$ cat src/inc/adc_conv_defs.svh
/*
  timing counts, widths and fifo sizing for the conversion interface.
  assumes a 10 MHz core clock; every count is derived from printed times.
*/
`ifndef ADC_CONV_DEFS_SVH
`define ADC_CONV_DEFS_SVH

`define ADC_RES_W 14
`define ANALOG_W 16
`define CLK_PERIOD_NS 100
`define CONV_MAX_NS 350
`define CONV_CYC (`CONV_MAX_NS / `CLK_PERIOD_NS)
`define SAMPLE_RATE_KSPS 2500
`define SAMPLE_PERIOD_NS (1000000 / `SAMPLE_RATE_KSPS)
`define SAMPLE_MIN_CYC ((`SAMPLE_PERIOD_NS + `CLK_PERIOD_NS - 1) / `CLK_PERIOD_NS)
`define LIGHT_WAKE_NS 200
`define LIGHT_WAKE_CYC ((`LIGHT_WAKE_NS + `CLK_PERIOD_NS - 1) / `CLK_PERIOD_NS)
`define DEEP_WAKE_MS 10
`define DEEP_WAKE_CYC ((`DEEP_WAKE_MS * 1000000 + `CLK_PERIOD_NS - 1) / `CLK_PERIOD_NS)
`define WAKE_CNT_W 24
`define FIFO_DEPTH 8
`define GAIN_MUL_0DB 10'h080
`define GAIN_MUL_3DB 10'h0b5
`define GAIN_MUL_6DB 10'h100
`define GAIN_MUL_9DB 10'h16a
`define GAIN_SHIFT 7

`endif

$ cat src/inc/adc_conv_pkg.sv
/*
  types and the shared conversion function of the conversion interface.
  assumes adc_conv_defs.svh is on the include path.
*/
`include "adc_conv_defs.svh"

package adc_conv_pkg;

  typedef enum logic [1:0] {
    GAIN_M9DB = 2'h0,
    GAIN_M3DB = 2'h1,
    GAIN_M6DB = 2'h2,
    GAIN_0DB = 2'h3
  } gain_type;

  typedef enum logic [2:0] {
    ST_IDLE,
    ST_CONV,
    ST_LIGHT,
    ST_DEEP,
    ST_WAKE
  } state_type;

  typedef logic [`ADC_RES_W-1:0] code_type;
  typedef logic signed [`ANALOG_W-1:0] analog_type;

  // scale by gain, saturate, return {out of range, two's complement code}
  function automatic logic [`ADC_RES_W:0] convert(input analog_type a, input gain_type g);
    logic signed [`ANALOG_W+11:0] prod;
    logic signed [`ANALOG_W+11:0] lim_hi;
    logic signed [`ANALOG_W+11:0] lim_lo;
    logic [9:0] mul;
    mul = `GAIN_MUL_0DB;
    case (g)
      GAIN_M3DB: mul = `GAIN_MUL_3DB;
      GAIN_M6DB: mul = `GAIN_MUL_6DB;
      GAIN_M9DB: mul = `GAIN_MUL_9DB;
      default: mul = `GAIN_MUL_0DB;
    endcase
    prod = (a * $signed({2'h0, mul})) >>> `GAIN_SHIFT;
    lim_hi = (`ANALOG_W+12)'(2 ** (`ADC_RES_W - 1) - 1);
    lim_lo = -(`ANALOG_W+12)'(2 ** (`ADC_RES_W - 1));
    if (prod > lim_hi) begin
      convert = {1'b1, 1'b0, {(`ADC_RES_W-1){1'b1}}};
    end else if (prod < lim_lo) begin
      convert = {1'b1, 1'b1, {(`ADC_RES_W-1){1'b0}}};
    end else begin
      convert = {1'b0, prod[`ADC_RES_W-1:0]};
    end
  endfunction : convert

endpackage : adc_conv_pkg

$ cat src/adc_conversion_interface.sv
/*
  conversion control of the sampling converter plus its result fifo.
  assumes all inputs synchronous to core_clk_in; the analog value arrives
  already quantised on analog_in in 0 dB code steps.
*/
// Operation
// - each result is a 14-bit two's complement word on the result pins.
// - up to 2.5 Msps; starts closer than one sample period are ignored.
// - two gain levels pick 0, -3, -6 or -9 dB.
// - out of range flag with result msb tells over or under range.
// - one start input and one ready indication form the whole handshake.
// - result and flag are valid when busy rises.
// - light and deep shutdown, entered regardless of conversion activity.
// - conversions timed by the internal clock count, no external clock.
// - a conversion starts on a falling edge of the start input while ready is high.
// - busy is low for the whole conversion, high when it ends.
// - low light input means light shutdown, low deep input deep shutdown.
// - msb low with flag high means input above the range.
`timescale 1ns/1ps
`default_nettype none
`include "adc_conv_defs.svh"

module adc_result_fifo #(
  parameter int unsigned WIDTH = 15,
  parameter int unsigned DEPTH = 8
) (
  input wire logic core_clk_in,
  input wire logic reset_in,
  input wire logic in_valid_in,
  output logic in_ready_out,
  input wire logic [WIDTH-1:0] in_data_in,
  output logic out_valid_out,
  input wire logic out_ready_in,
  output logic [WIDTH-1:0] out_data_out
);
  localparam int unsigned PW = $clog2(DEPTH);
  localparam int unsigned CW = $clog2(DEPTH + 1);
  logic [WIDTH-1:0] mem_q [DEPTH];
  logic [WIDTH-1:0] mem_d [DEPTH];
  logic [PW-1:0] wr_q, wr_d, rd_q, rd_d;
  logic [CW-1:0] cnt_q, cnt_d;
  logic push, pop;

  assign in_ready_out = (cnt_q != CW'(DEPTH));
  assign out_valid_out = (cnt_q != '0);
  assign out_data_out = mem_q[rd_q];
  assign push = in_valid_in & in_ready_out;
  assign pop = out_valid_out & out_ready_in;

  always_comb begin
    mem_d = mem_q;
    wr_d = wr_q;
    rd_d = rd_q;
    cnt_d = cnt_q;
    if (push) begin
      mem_d[wr_q] = in_data_in;
      wr_d = (wr_q == PW'(DEPTH - 1)) ? '0 : wr_q + 1'b1;
    end
    if (pop) begin
      rd_d = (rd_q == PW'(DEPTH - 1)) ? '0 : rd_q + 1'b1;
    end
    if (push && !pop) begin
      cnt_d = cnt_q + 1'b1;
    end else if (pop && !push) begin
      cnt_d = cnt_q - 1'b1;
    end
  end

  always_ff @(posedge core_clk_in or posedge reset_in) begin
    if (reset_in) begin
      for (int i = 0; i < DEPTH; i++) begin
        mem_q[i] <= '0;
      end
      wr_q <= '0;
      rd_q <= '0;
      cnt_q <= '0;
    end else begin
      mem_q <= mem_d;
      wr_q <= wr_d;
      rd_q <= rd_d;
      cnt_q <= cnt_d;
    end
  end
endmodule : adc_result_fifo

module adc_conversion_interface #(
  parameter int unsigned DEEP_WAKE_CYC = `DEEP_WAKE_CYC
) (
  input wire logic core_clk_in,
  input wire logic reset_in,
  input wire logic conv_start_n_in,
  input wire logic gain_sel_lo_in,
  input wire logic gain_sel_hi_in,
  input wire logic light_shutdown_n_in,
  input wire logic deep_shutdown_n_in,
  input wire adc_conv_pkg::analog_type analog_in,
  output logic busy_n_out,
  output logic conv_ready_out,
  output adc_conv_pkg::code_type result_bits_out,
  output logic out_of_range_flag_out,
  output logic light_shutdown_out,
  output logic deep_shutdown_out,
  output logic fifo_valid_out,
  input wire logic fifo_ready_in,
  output logic [`ADC_RES_W:0] fifo_data_out
);
  import adc_conv_pkg::*;

  // ------------------------------------------------------------
  // conversion state
  // ------------------------------------------------------------
  state_type state_q, state_d;
  logic start_n_q, start_n_d;
  logic [2:0] conv_cnt_q, conv_cnt_d;
  logic [2:0] gap_cnt_q, gap_cnt_d;
  logic [`WAKE_CNT_W-1:0] wake_cnt_q, wake_cnt_d;
  analog_type hold_q, hold_d;
  gain_type gain_q, gain_d;
  code_type result_q, result_d;
  logic otr_q, otr_d;
  logic push_d, push_q;
  logic fall, start_ok, start_acc, fifo_in_ready;
  logic [`ADC_RES_W:0] word;
  logic conv_done;

  assign fall = start_n_q & ~conv_start_n_in;
  assign start_ok = (state_q == ST_IDLE) && (gap_cnt_q == '0) && fifo_in_ready;
  assign start_acc = fall & start_ok & light_shutdown_n_in & deep_shutdown_n_in;
  assign conv_ready_out = start_ok;
  assign word = convert(hold_q, gain_q);
  // push at the ending edge so a start at the next edge sees the slot taken
  assign conv_done = (state_q == ST_CONV) && (conv_cnt_q == '0)
    && light_shutdown_n_in && deep_shutdown_n_in;

  always_comb begin
    state_d = state_q;
    start_n_d = conv_start_n_in;
    conv_cnt_d = conv_cnt_q;
    gap_cnt_d = (gap_cnt_q != '0) ? gap_cnt_q - 1'b1 : gap_cnt_q;
    wake_cnt_d = (wake_cnt_q != '0) ? wake_cnt_q - 1'b1 : wake_cnt_q;
    hold_d = hold_q;
    gain_d = gain_q;
    result_d = result_q;
    otr_d = otr_q;
    push_d = 1'b0;
    if (!deep_shutdown_n_in) begin
      state_d = ST_DEEP;
    end else if (!light_shutdown_n_in) begin
      state_d = ST_LIGHT;
    end else begin
      case (state_q)
        ST_IDLE: begin
          if (start_acc) begin
            state_d = ST_CONV;
            hold_d = analog_in;
            gain_d = gain_type'({gain_sel_hi_in, gain_sel_lo_in});
            conv_cnt_d = 3'(`CONV_CYC - 1);
            gap_cnt_d = 3'(`SAMPLE_MIN_CYC - 1);
          end
        end
        ST_CONV: begin
          if (conv_cnt_q == '0) begin
            state_d = ST_IDLE;
            result_d = word[`ADC_RES_W-1:0];
            otr_d = word[`ADC_RES_W];
            push_d = 1'b1;
          end else begin
            conv_cnt_d = conv_cnt_q - 1'b1;
          end
        end
        ST_LIGHT: begin
          state_d = ST_WAKE;
          wake_cnt_d = `WAKE_CNT_W'(`LIGHT_WAKE_CYC - 1);
        end
        ST_DEEP: begin
          state_d = ST_WAKE;
          wake_cnt_d = `WAKE_CNT_W'(DEEP_WAKE_CYC - 1);
        end
        ST_WAKE: begin
          if (wake_cnt_q == '0) begin
            state_d = ST_IDLE;
          end
        end
        default: state_d = ST_IDLE;
      endcase
    end
  end

  always_ff @(posedge core_clk_in or posedge reset_in) begin
    if (reset_in) begin
      state_q <= ST_IDLE;
      start_n_q <= 1'b1;
      conv_cnt_q <= '0;
      gap_cnt_q <= '0;
      wake_cnt_q <= '0;
      hold_q <= '0;
      gain_q <= GAIN_0DB;
      result_q <= '0;
      otr_q <= 1'b0;
      push_q <= 1'b0;
    end else begin
      state_q <= state_d;
      start_n_q <= start_n_d;
      conv_cnt_q <= conv_cnt_d;
      gap_cnt_q <= gap_cnt_d;
      wake_cnt_q <= wake_cnt_d;
      hold_q <= hold_d;
      gain_q <= gain_d;
      result_q <= result_d;
      otr_q <= otr_d;
      push_q <= push_d;
    end
  end

  assign busy_n_out = (state_q != ST_CONV);
  assign result_bits_out = result_q;
  assign out_of_range_flag_out = otr_q;
  assign light_shutdown_out = (state_q == ST_LIGHT);
  assign deep_shutdown_out = (state_q == ST_DEEP);

  // ------------------------------------------------------------
  // result buffer
  // ------------------------------------------------------------
  adc_result_fifo #(
    .WIDTH(`ADC_RES_W + 1),
    .DEPTH(`FIFO_DEPTH)
  ) u_fifo (
    .core_clk_in(core_clk_in),
    .reset_in(reset_in),
    .in_valid_in(conv_done),
    .in_ready_out(fifo_in_ready),
    .in_data_in(word),
    .out_valid_out(fifo_valid_out),
    .out_ready_in(fifo_ready_in),
    .out_data_out(fifo_data_out)
  );
endmodule : adc_conversion_interface

`default_nettype wire

$ cat config.mk
export PLATFORM = sky130hd
export DESIGN_NAME = adc_conversion_interface
export DESIGN_NICKNAME = d
export VERILOG_FILES = /design/src/inc/adc_conv_pkg.sv /design/src/adc_conversion_interface.sv
export VERILOG_INCLUDE_DIRS = /design/src /design/src/inc
export SDC_FILE = /design/constraint.sdc
export NUM_CORES = 1
export LEC_CHECK = 0
export CORE_ASPECT_RATIO = 0.7
export CORE_UTILIZATION = 40
export CTS_CLUSTER_SIZE = 8
export DETAILED_ROUTE_END_ITERATION = 12
export DONT_BUFFER_PORTS = 1
export GPL_TIMING_DRIVEN = 0
export PLACE_DENSITY = 0.59
export SLEW_MARGIN = 20
export SYNTH_ARGS = -nofsm -noshare
export SYNTH_HDL_FRONTEND = slang
export SYNTH_SLANG_ARGS = --single-unit
$ cat constraint.sdc
create_clock -name core_clk_in -period 18.3 [get_ports core_clk_in]
set_input_delay 1.83 -clock core_clk_in [delete_from_list [all_inputs] [get_ports core_clk_in]]
set_output_delay 1.83 -clock core_clk_in [all_outputs]
set_load 0.005 [all_outputs]
==> key figures, run 1 <==
Run status
  • Run status: finished clean

Global routing
  • First-pass GRT wire length: roughly 53 mm
  • Initial antenna violation count: 0
  • Vias in the first global route: between 9,000 and 10,000
  • Grt ovf: 0
  • GR Util All Layers: 0.195
  • Largest net degree at the start of global routing: between 100 and 150

Pwr
  • Pleak: 7.46 nW
  • Sw frac: 0.418
  • Combinational power share: 0.456
  • Clock share of power: 0.233
  • Reg power frac: 0.312
  • Peak supply drop: between 90 and 100 µV
  • Sw Pwr: ~0.00071 W
  • Internal: 0.000981 W
  • PD cells: roughly 110 nW/µm²

STA
  • Max Slew Vio Count: 0
  • Fin. Hold Viols: 0
  • Final Cycle Share: 0.458
  • Worst-margin pin slew: slightly above 1 ns
  • RSZ-0062 raised after global routing: false
  • Slew margin rel.: 0.316
  • Achievable Freq: between 100 and 150 MHz
  • Final min period: around 8.4 ns
  • Endpoints failing setup: 0
  • Clock skew: 0.0179 ns
  • TNS Setup: 0 ns

Synthesis
  • Post-Syn Area: around 14,000 µm²
  • Proportion of synthesized area in mux cells: 0.115
  • Largest family of logic cells by synthesized area: adder cells
  • Cell count after synthesis: between 1,000 and 1,500
  • Post-synthesis compound-gate area fraction: 0.0978
  • EDFF count, synth: 0
  • Synthesized area per cell: 10.6 µm²
  • Synth Area in Simple Gates: 0.114
  • Commonest register cell after synthesis: dfrtp_1
  • Post-Synth Adder-Cell Area: 0.224
  • Area share of the largest cell type after synthesis: 0.353
  • Syn. warnings: 0
  • Async S/R FF share, synth: 1.00
  • Yosys reg bits: approximately 200
  • Synth cell types: 65
  • Synth area leaders: dfrtp_1 35%, fa_1 17%, mux2_2 6.4%
  • Seq/Total Area, Yosys: 0.358
  • Area leader, netlist: dfrtp_1
  • Post-Synth XOR/XNOR Area: 0.0286

Clock network
  • Hold-fix buffers, CTS: 0
  • CTS H-tree depth: 4
  • CTS Buf Count: 17
  • Sink Count: roughly 200
  • Clock Latency Late Sink: around 0.46 ns
  • CTS root buf: clkbuf_16
  • Post-CTS Resized: 0
  • CTS max path bufs: 2
  • Clk slew on worst S/H paths: ~0.080 ns
  • TritonCTS clock tree: built
  • Post-CTS setup buffer count: 0

Route
  • # DRC: 0
  • Routed via count: approximately 9,400
  • WL final: roughly 32 mm
  • Antenna-violating nets left: 0
  • DRT Pass-1 Iters: 5
  • Initial DRC count: 561
  • WL/cell: 17.5 µm
  • Via/cell ratio: 5.16

Final layout
  • Post-layout net count: between 1,500 and 2,000
  • Area Growth Syn to Fin: 9.22%
  • # diodes: 0
  • Final Cell Area: 15,000 µm²
  • Share of layout cells above drive strength 1: 0.126

Setup path
  • CP Launch Type: register
  • Setup crit end kind: register
  • Max stage delay cell, worst path: dfstp_2
  • CP Max Fanout: 10
  • Cell-by-cell trace of the critical path: clkbuf_1 -> inv_1 -> clkbuf_1 -> nand2_1 -> inv_1 -> fa_1 -> fa_1 -> inv_1 -> fa_1 -> inv_1 -> fa_1 -> inv_1 -> fa_1 -> inv_1 -> ha_1 -> nand3_1 -> a211oi_2 -> o211ai_1 -> a31o_2 -> and3_1 -> a211oi_1 -> clkbuf_1 -> o22ai_1 -> mux2_2
  • CP arrival: slightly below 9 ns
  • CP required: approximately 19 ns
  • Max stage delay on crit path: 0.55 ns
  • WS Path Type: register to register
  • Crit-path most repeated cell: inv_1

Worst hold path
  • HP Class: register to register

Die
  • Starting Density: 0.409
  • Die Wd: between 200 and 250 µm
  • Total I/O pin count: 59
  • Total die area: about 35,000 µm²
  • Die height: between 150 and 200 µm
  • Core area: roughly 34,000 µm²
  • FP Rows: 56

Flow run
  • Max-cap viol count: 0

Place
  • Post-DP Area: around 14,000 µm²
  • Global placement routability congestion: ~0.86
  • PortBufs: 0
  • Dpl hpwl: around 24 mm
## registers in the layout, indices dropped and copies added (netlist names), 4 cells and up
name             cells
u_fifo.mem_q       120
wake_cnt_q          24
hold_q              16
result_bits_out     14
u_fifo.cnt_q         4
## layer usage
layer / GRT usage / share of wire / vias to the layer above
li1: - / - / 4400
met1: 0.289 / 0.51 / 4765
met2: 0.290 / 0.43 / 171
met3: 0.0424 / 0.050 / 26
met4: 0.0502 / 0.012 / 0
met5: 0 / 0 / -
## synth_stat cells, types with 7 or more instances
cell      instances
clkbuf_1         39
a21oi_2           9
nand3_1          12
inv_1           174
and2_1           11
nor3_1           13
xnor2_1          28
dfrtp_1         194
xor2_1           17
nor2_1           49
mux2_2           78
ha_1             56
a21oi_1          38
o21ai_0         108
o31ai_1           8
a22o_1            9
nor4_1            8
nand2_1         156
fa_1            119
or2_0             8
nor2b_1          19
mux4_2           30
nand2b_1         15
or4_1             7
## area by class of cell
cell class	instances	area (µm²)
multi-input cells	896	8030
plain buffers	50	206
clock inverters	14	166
inverters	174	661
clock buffers	18	439
well taps	464	581
flip-flops and latches	197	4930
repair buffers	1	27.5
fillers	3217	18700
## cell usage in the layout, fill, tap and decap left out, drive strengths merged, types with 6 or more instances in the layout
cell type,synthesis,final
nand2b,15,15
nor4,8,8
nand4,6,6
inv,174,181
or3,6,6
conb,2,15
or4,7,7
o21ai,114,114
a21oi,47,47
nor3,13,13
clkbuf,39,57
mux2,78,78
a22o,9,9
o31ai,8,8
ha,56,56
nand2,156,156
xnor2,28,28
dfrtp,194,194
fa,119,119
a31oi,6,6
nor2,49,49
o211ai,6,6
or2,12,12
buf,11,12
xor2,17,17
nand3,12,12
mux4,30,30
nor2b,19,19
and2,11,11
## cells by family after synthesis
| logic type | count (synthesis) |
|---|---|
| multiplexers | 111 |
| buffers and inverters | 224 |
| AO/OA/AOI/OAI | 219 |
| AND/OR/NAND/NOR | 331 |
| other | 2 |
| adder cells (fa/ha/maj) | 175 |
| flip-flops | 197 |
| XOR/XNOR | 45 |
## worst paths after layout
kind | from | endpoint | cells past startpoint | slack, ns
worst min-delay path | u_fifo.mem_q[29] | u_fifo.mem_q[29] | 2 | 0.48
worst max-delay path | gain_q[0] | u_fifo.mem_q[41] | 24 | 9.91
worst min register to register | u_fifo.mem_q[29] | u_fifo.mem_q[29] | 2 | 0.48
min in group asynchronous | reset_in | wake_cnt_q[19] | 1 | 1.31
max in group asynchronous | reset_in | u_fifo.mem_q[56] | 2 | 16.00
worst max register to register | gain_q[0] | u_fifo.mem_q[41] | 24 | 9.91
## power groups by stage
stage | clock (W) | sequential, W | combinational [W]
after floorplan | 0 | 0.000522 | 0.000590
after global placement | 0 | 0.000532 | 0.000761
after detailed placement | 0 | 0.000534 | 0.000773
after CTS | 0.000400 | 0.000526 | 0.000777
after global routing | 0.000418 | 0.000534 | 0.000875
final | 0.000392 | 0.000526 | 0.000768
## critical path: cells and delay by family (launching register included)
family,cells,cell delay [ns]
AOI/OAI and AO/OA,5,1.86
adders and majority gates,6,2.87
buffers and inverters,9,1.94
DFF,1,0.55
muxes,1,0.40
and+or+nand+nor,3,0.61
## per-stage QoR
step           setup WS (ns)  instances  hold slack (ns)  total power [W]  utilization
5_1_grt                 9.27       1814            0.501          0.00183        0.446
2_1_floorplan          11.11       1317            0.443          0.00111            -
3_5_place_dp           10.03       1782            0.466          0.00131        0.428
3_3_place_gp            8.79       1781            0.456          0.00129        0.427
4_1_cts                 9.98       1814            0.484          0.00170        0.446
6_report                9.91       1814            0.478          0.00169        0.446
No activity file was read; power rests on OpenSTA's default activity.
==> run 2, diff against run 1 <==
PLACE_DENSITY = 0.61   (was 0.59)
clock period = 7.63 ns   (was 18.3 ns; I/O delays follow)
==> run 2 against run 1 <==
Clock power increased by 120%. Wire length up 1.1%. Die area unchanged. Flip-flop and latch count is the same. Non-clock buffer count increased by 2. Critical path depth is 1 lower. Worst setup slack worse by 9.5 ns. Via count up 0.80%. First-iteration DRC count rose by 18%. Maximum frequency increased by 15%. Largest power group unchanged.
==> key figures, run 2 (same netlist as run 1, synthesis figures left out) <==
STA
  • Final Cycle Share: 0.952 (was 0.458)
  • RSZ-0062 raised after global routing: false (unchanged)
  • Final min period: 7.27 ns (was 8.39 ns)
  • TNS Setup: 0 ns (unchanged)
  • Worst-margin pin slew: 1.07 ns (was 1.03 ns)
  • Achievable Freq: 138 MHz (was 119 MHz)
  • Slew margin rel.: 0.288 (was 0.316)
  • Clock skew: 0.00920 ns (was 0.0179 ns)
  • Hold slack: 0.285 ns (was 0.478 ns)
  • Max Slew Vio Count: 0 (unchanged)
  • PnR worst setup slack: 0.364 ns (was 9.91 ns)
  • Endpoints failing setup: 0 (unchanged)
  • Fin. Hold Viols: 0 (unchanged)

Route
  • Routed via count: 9,437 (was 9,362)
  • Via/cell ratio: 5.20 (was 5.16)
  • Antenna-violating nets left: 0 (unchanged)
  • WL/cell: 17.7 µm (was 17.5 µm)
  • WL final: 32.0 mm (was 31.7 mm)
  • Initial DRC count: 661 (was 561)
  • # DRC: 0 (unchanged)
  • DRT Pass-1 Iters: 5 (unchanged)

Clock network
  • TritonCTS clock tree: built (unchanged)
  • Clk slew on worst S/H paths: 0.07 ns (was 0.08 ns)
  • CTS H-tree depth: 4 (unchanged)
  • CTS max path bufs: 2 (unchanged)
  • Clock Latency Late Sink: 0.45 ns (was 0.46 ns)
  • CTS Buf Count: 17 (unchanged)
  • CTS root buf: clkbuf_16 (unchanged)
  • Sink Count: 197 (unchanged)

Pwr
  • PD cells: 268 nW/µm² (was 112 nW/µm²)
  • Total power draw: 0.00405 W (was 0.00169 W)
  • Peak supply drop: 224 µV (was 96.3 µV)
  • Pleak: 7.47 nW (was 7.46 nW)

Die
  • Total die area: 35,200 µm² (unchanged)
  • Die height: 157 µm (unchanged)
  • Total I/O pin count: 59 (unchanged)
  • Starting Density: 0.409 (unchanged)
  • Die Wd: 224 µm (unchanged)
  • FP Rows: 56 (unchanged)
  • Core area: 33,700 µm² (unchanged)

Global routing
  • First-pass GRT wire length: 53.6 mm (was 52.7 mm)
  • Initial antenna violation count: 1 (was 0)
  • Grt ovf: 0 (unchanged)
  • GR Util All Layers: 0.197 (was 0.195)
  • Vias in the first global route: 9,828 (was 9,597)
  • Largest net degree at the start of global routing: 102 (was 107)

Setup path
  • Reg2reg path depth: 23 (was 24)
  • CP Max Fanout: 10 (unchanged)
  • WS Path Type: register to register (unchanged)
  • Max stage delay cell, worst path: dfstp_2 (unchanged)
  • FF-to-FF Start: gain_q[1] (was gain_q[0])
  • CP required: 7.96 ns (was 18.65 ns)
  • CP Launch Type: register (unchanged)
  • Cell-by-cell trace of the critical path: clkbuf_2 -> nand2b_1 -> nand2b_1 -> inv_1 -> fa_1 -> fa_1 -> inv_1 -> fa_1 -> inv_1 -> fa_1 -> inv_1 -> fa_1 -> inv_1 -> ha_1 -> a21oi_1 -> o211ai_1 -> o211ai_1 -> a21oi_1 -> or4_1 -> or3_1 -> buf_6 -> a2bb2oi_2 -> mux2_2 (was clkbuf_1 -> inv_1 -> clkbuf_1 -> nand2_1 -> inv_1 -> fa_1 -> fa_1 -> inv_1 -> fa_1 -> inv_1 -> fa_1 -> inv_1 -> fa_1 -> inv_1 -> ha_1 -> nand3_1 -> a211oi_2 -> o211ai_1 -> a31o_2 -> and3_1 -> a211oi_1 -> clkbuf_1 -> o22ai_1 -> mux2_2)
  • CP arrival: 7.60 ns (was 8.74 ns)
  • Setup crit end kind: register (unchanged)
  • Max stage delay on crit path: 0.54 ns (was 0.55 ns)
  • Worst R2R End: result_bits_out[10] (was u_fifo.mem_q[41])
  • R2r setup slk: 0.36 ns (was 9.91 ns)

Final layout
  • Share of layout cells above drive strength 1: 0.138 (was 0.126)
  • Area Growth Syn to Fin: 9.85% (was 9.22%)
  • # fillers: 3,242 (was 3,217)
  • Largest regs: u_fifo.mem_q x120, wake_cnt_q x24, hold_q x16 (unchanged)
  • Top reg by flops: u_fifo.mem_q (unchanged)
  • Seq. cell area: 4940 µm² (was 4930 µm²)
  • Most frequent cells in the layout: 194 x dfrtp_1, 172 x inv_1, 156 x nand2_1 (was 194 x dfrtp_1, 173 x inv_1, 156 x nand2_1)
  • Most common cell after layout, fill and taps aside: dfrtp_1 (unchanged)
  • Multi-input logic area: 8120 µm² (was 8030 µm²)
  • Final Cell Area: 15,100 µm² (was 15,000 µm²)
  • # diodes: 0 (unchanged)
  • Max reg flops: 120 (unchanged)
  • Post-layout net count: 1,538 (was 1,536)

Place
  • PortBufs: 0 (unchanged)
  • Dpl hpwl: 24.8 mm (was 24.3 mm)
  • Pre-CTS setup slack: -0.668 ns (was 10.03 ns)
  • Post-DP Area: 14,400 µm² (unchanged)
  • Global placement routability congestion: 0.934 (was 0.859)

Run status
  • Run status: finished clean (unchanged)

Worst hold path
  • HP Class: primary input to async pin (was register to register)

Flow run
  • Max-cap viol count: 0 (unchanged)
-- run 2: cell count changes in the layout (fill, tap and decap cells not counted), sizes merged --
| cell | before | now |
|---|---|---|
| clkinvlp | 2 | 7 |
| buf | 12 | 14 |
| clkbuf | 57 | 56 |
| inv | 181 | 176 |
-- run 2: what timing repair did --
item	4_1_cts	5_1_grt
setup buffers	1	2
endpoints found under the setup margin	135	135
pin swaps	1	2
gates cloned	0	0
hold buffers	0	0
gates resized for setup	4	37
-- run 2: layer usage --
layer | part of all wire | GRT usage | up-vias | wire length, µm
met5 | 0.00041 | 0 | - | 13
met4 | 0.0073 | 0.0349 | 2 | 235
met3 | 0.057 | 0.0526 | 21 | 1830
met2 | 0.43 | 0.293 | 177 | 13900
met1 | 0.50 | 0.289 | 4833 | 16100
li1 | - | - | 4404 | -
-- run 2: per-stage QoR --
stage,instances,utilization
after global placement,1781,0.427
after CTS,1813,0.445
after floorplan,1317,-
after detailed placement,1782,0.428
after global routing,1815,0.449
final,1815,0.449
-- run 2: cell type report --
cell class                      count  share of cell area
Sequential cell                   197               0.326
Tap cell                          464              0.0384
Timing Repair Buffer                4             0.00331
Inverter                          174              0.0439
Clock inverter                     14             0.00860
Multi-Input combinational cell    896               0.537
Buffer                             49              0.0143
Clock buffer                       17              0.0281
-- run 2: power breakdown --
part           internal [W]  leakage [nW]  switching, W  total [W]
logic              0.000744          4.55       0.00116    0.00190
clock network      0.000452         0.257      0.000426   0.000878
registers           0.00116          2.66      0.000108    0.00127
total               0.00236          7.47       0.00169    0.00405
-- run 2: how the worst max path moves through the flow --
| stage | startpoint | to | slack, ns | cells after the start |
|---|---|---|---|---|
| 2_1_floorplan | gain_q[0] | result_bits_out[10] | 0.51 | 21 |
| 6_report | gain_q[1] | result_bits_out[10] | 0.36 | 23 |
| 3_5_place_dp | gain_q[0] | u_fifo.mem_q[69] | -0.67 | 21 |
| 5_1_grt | gain_q[1] | u_fifo.mem_q[55] | 0.01 | 23 |
| 3_3_place_gp | reset_in | result_bits_out[9] | -0.85 | 1 |
| 4_1_cts | gain_q[0] | u_fifo.mem_q[14] | 0.03 | 24 |
-- run 2: worst max-delay path, delay by kind of cell (launching register included) --
| kind | cells | cell delay (ns) |
|---|---|---|
| flops | 1 | 0.54 |
| simple gates | 4 | 1.38 |
| buf+inv | 7 | 0.75 |
| compound gates | 5 | 1.29 |
| fa+ha+maj | 6 | 2.85 |
| mux | 1 | 0.32 |
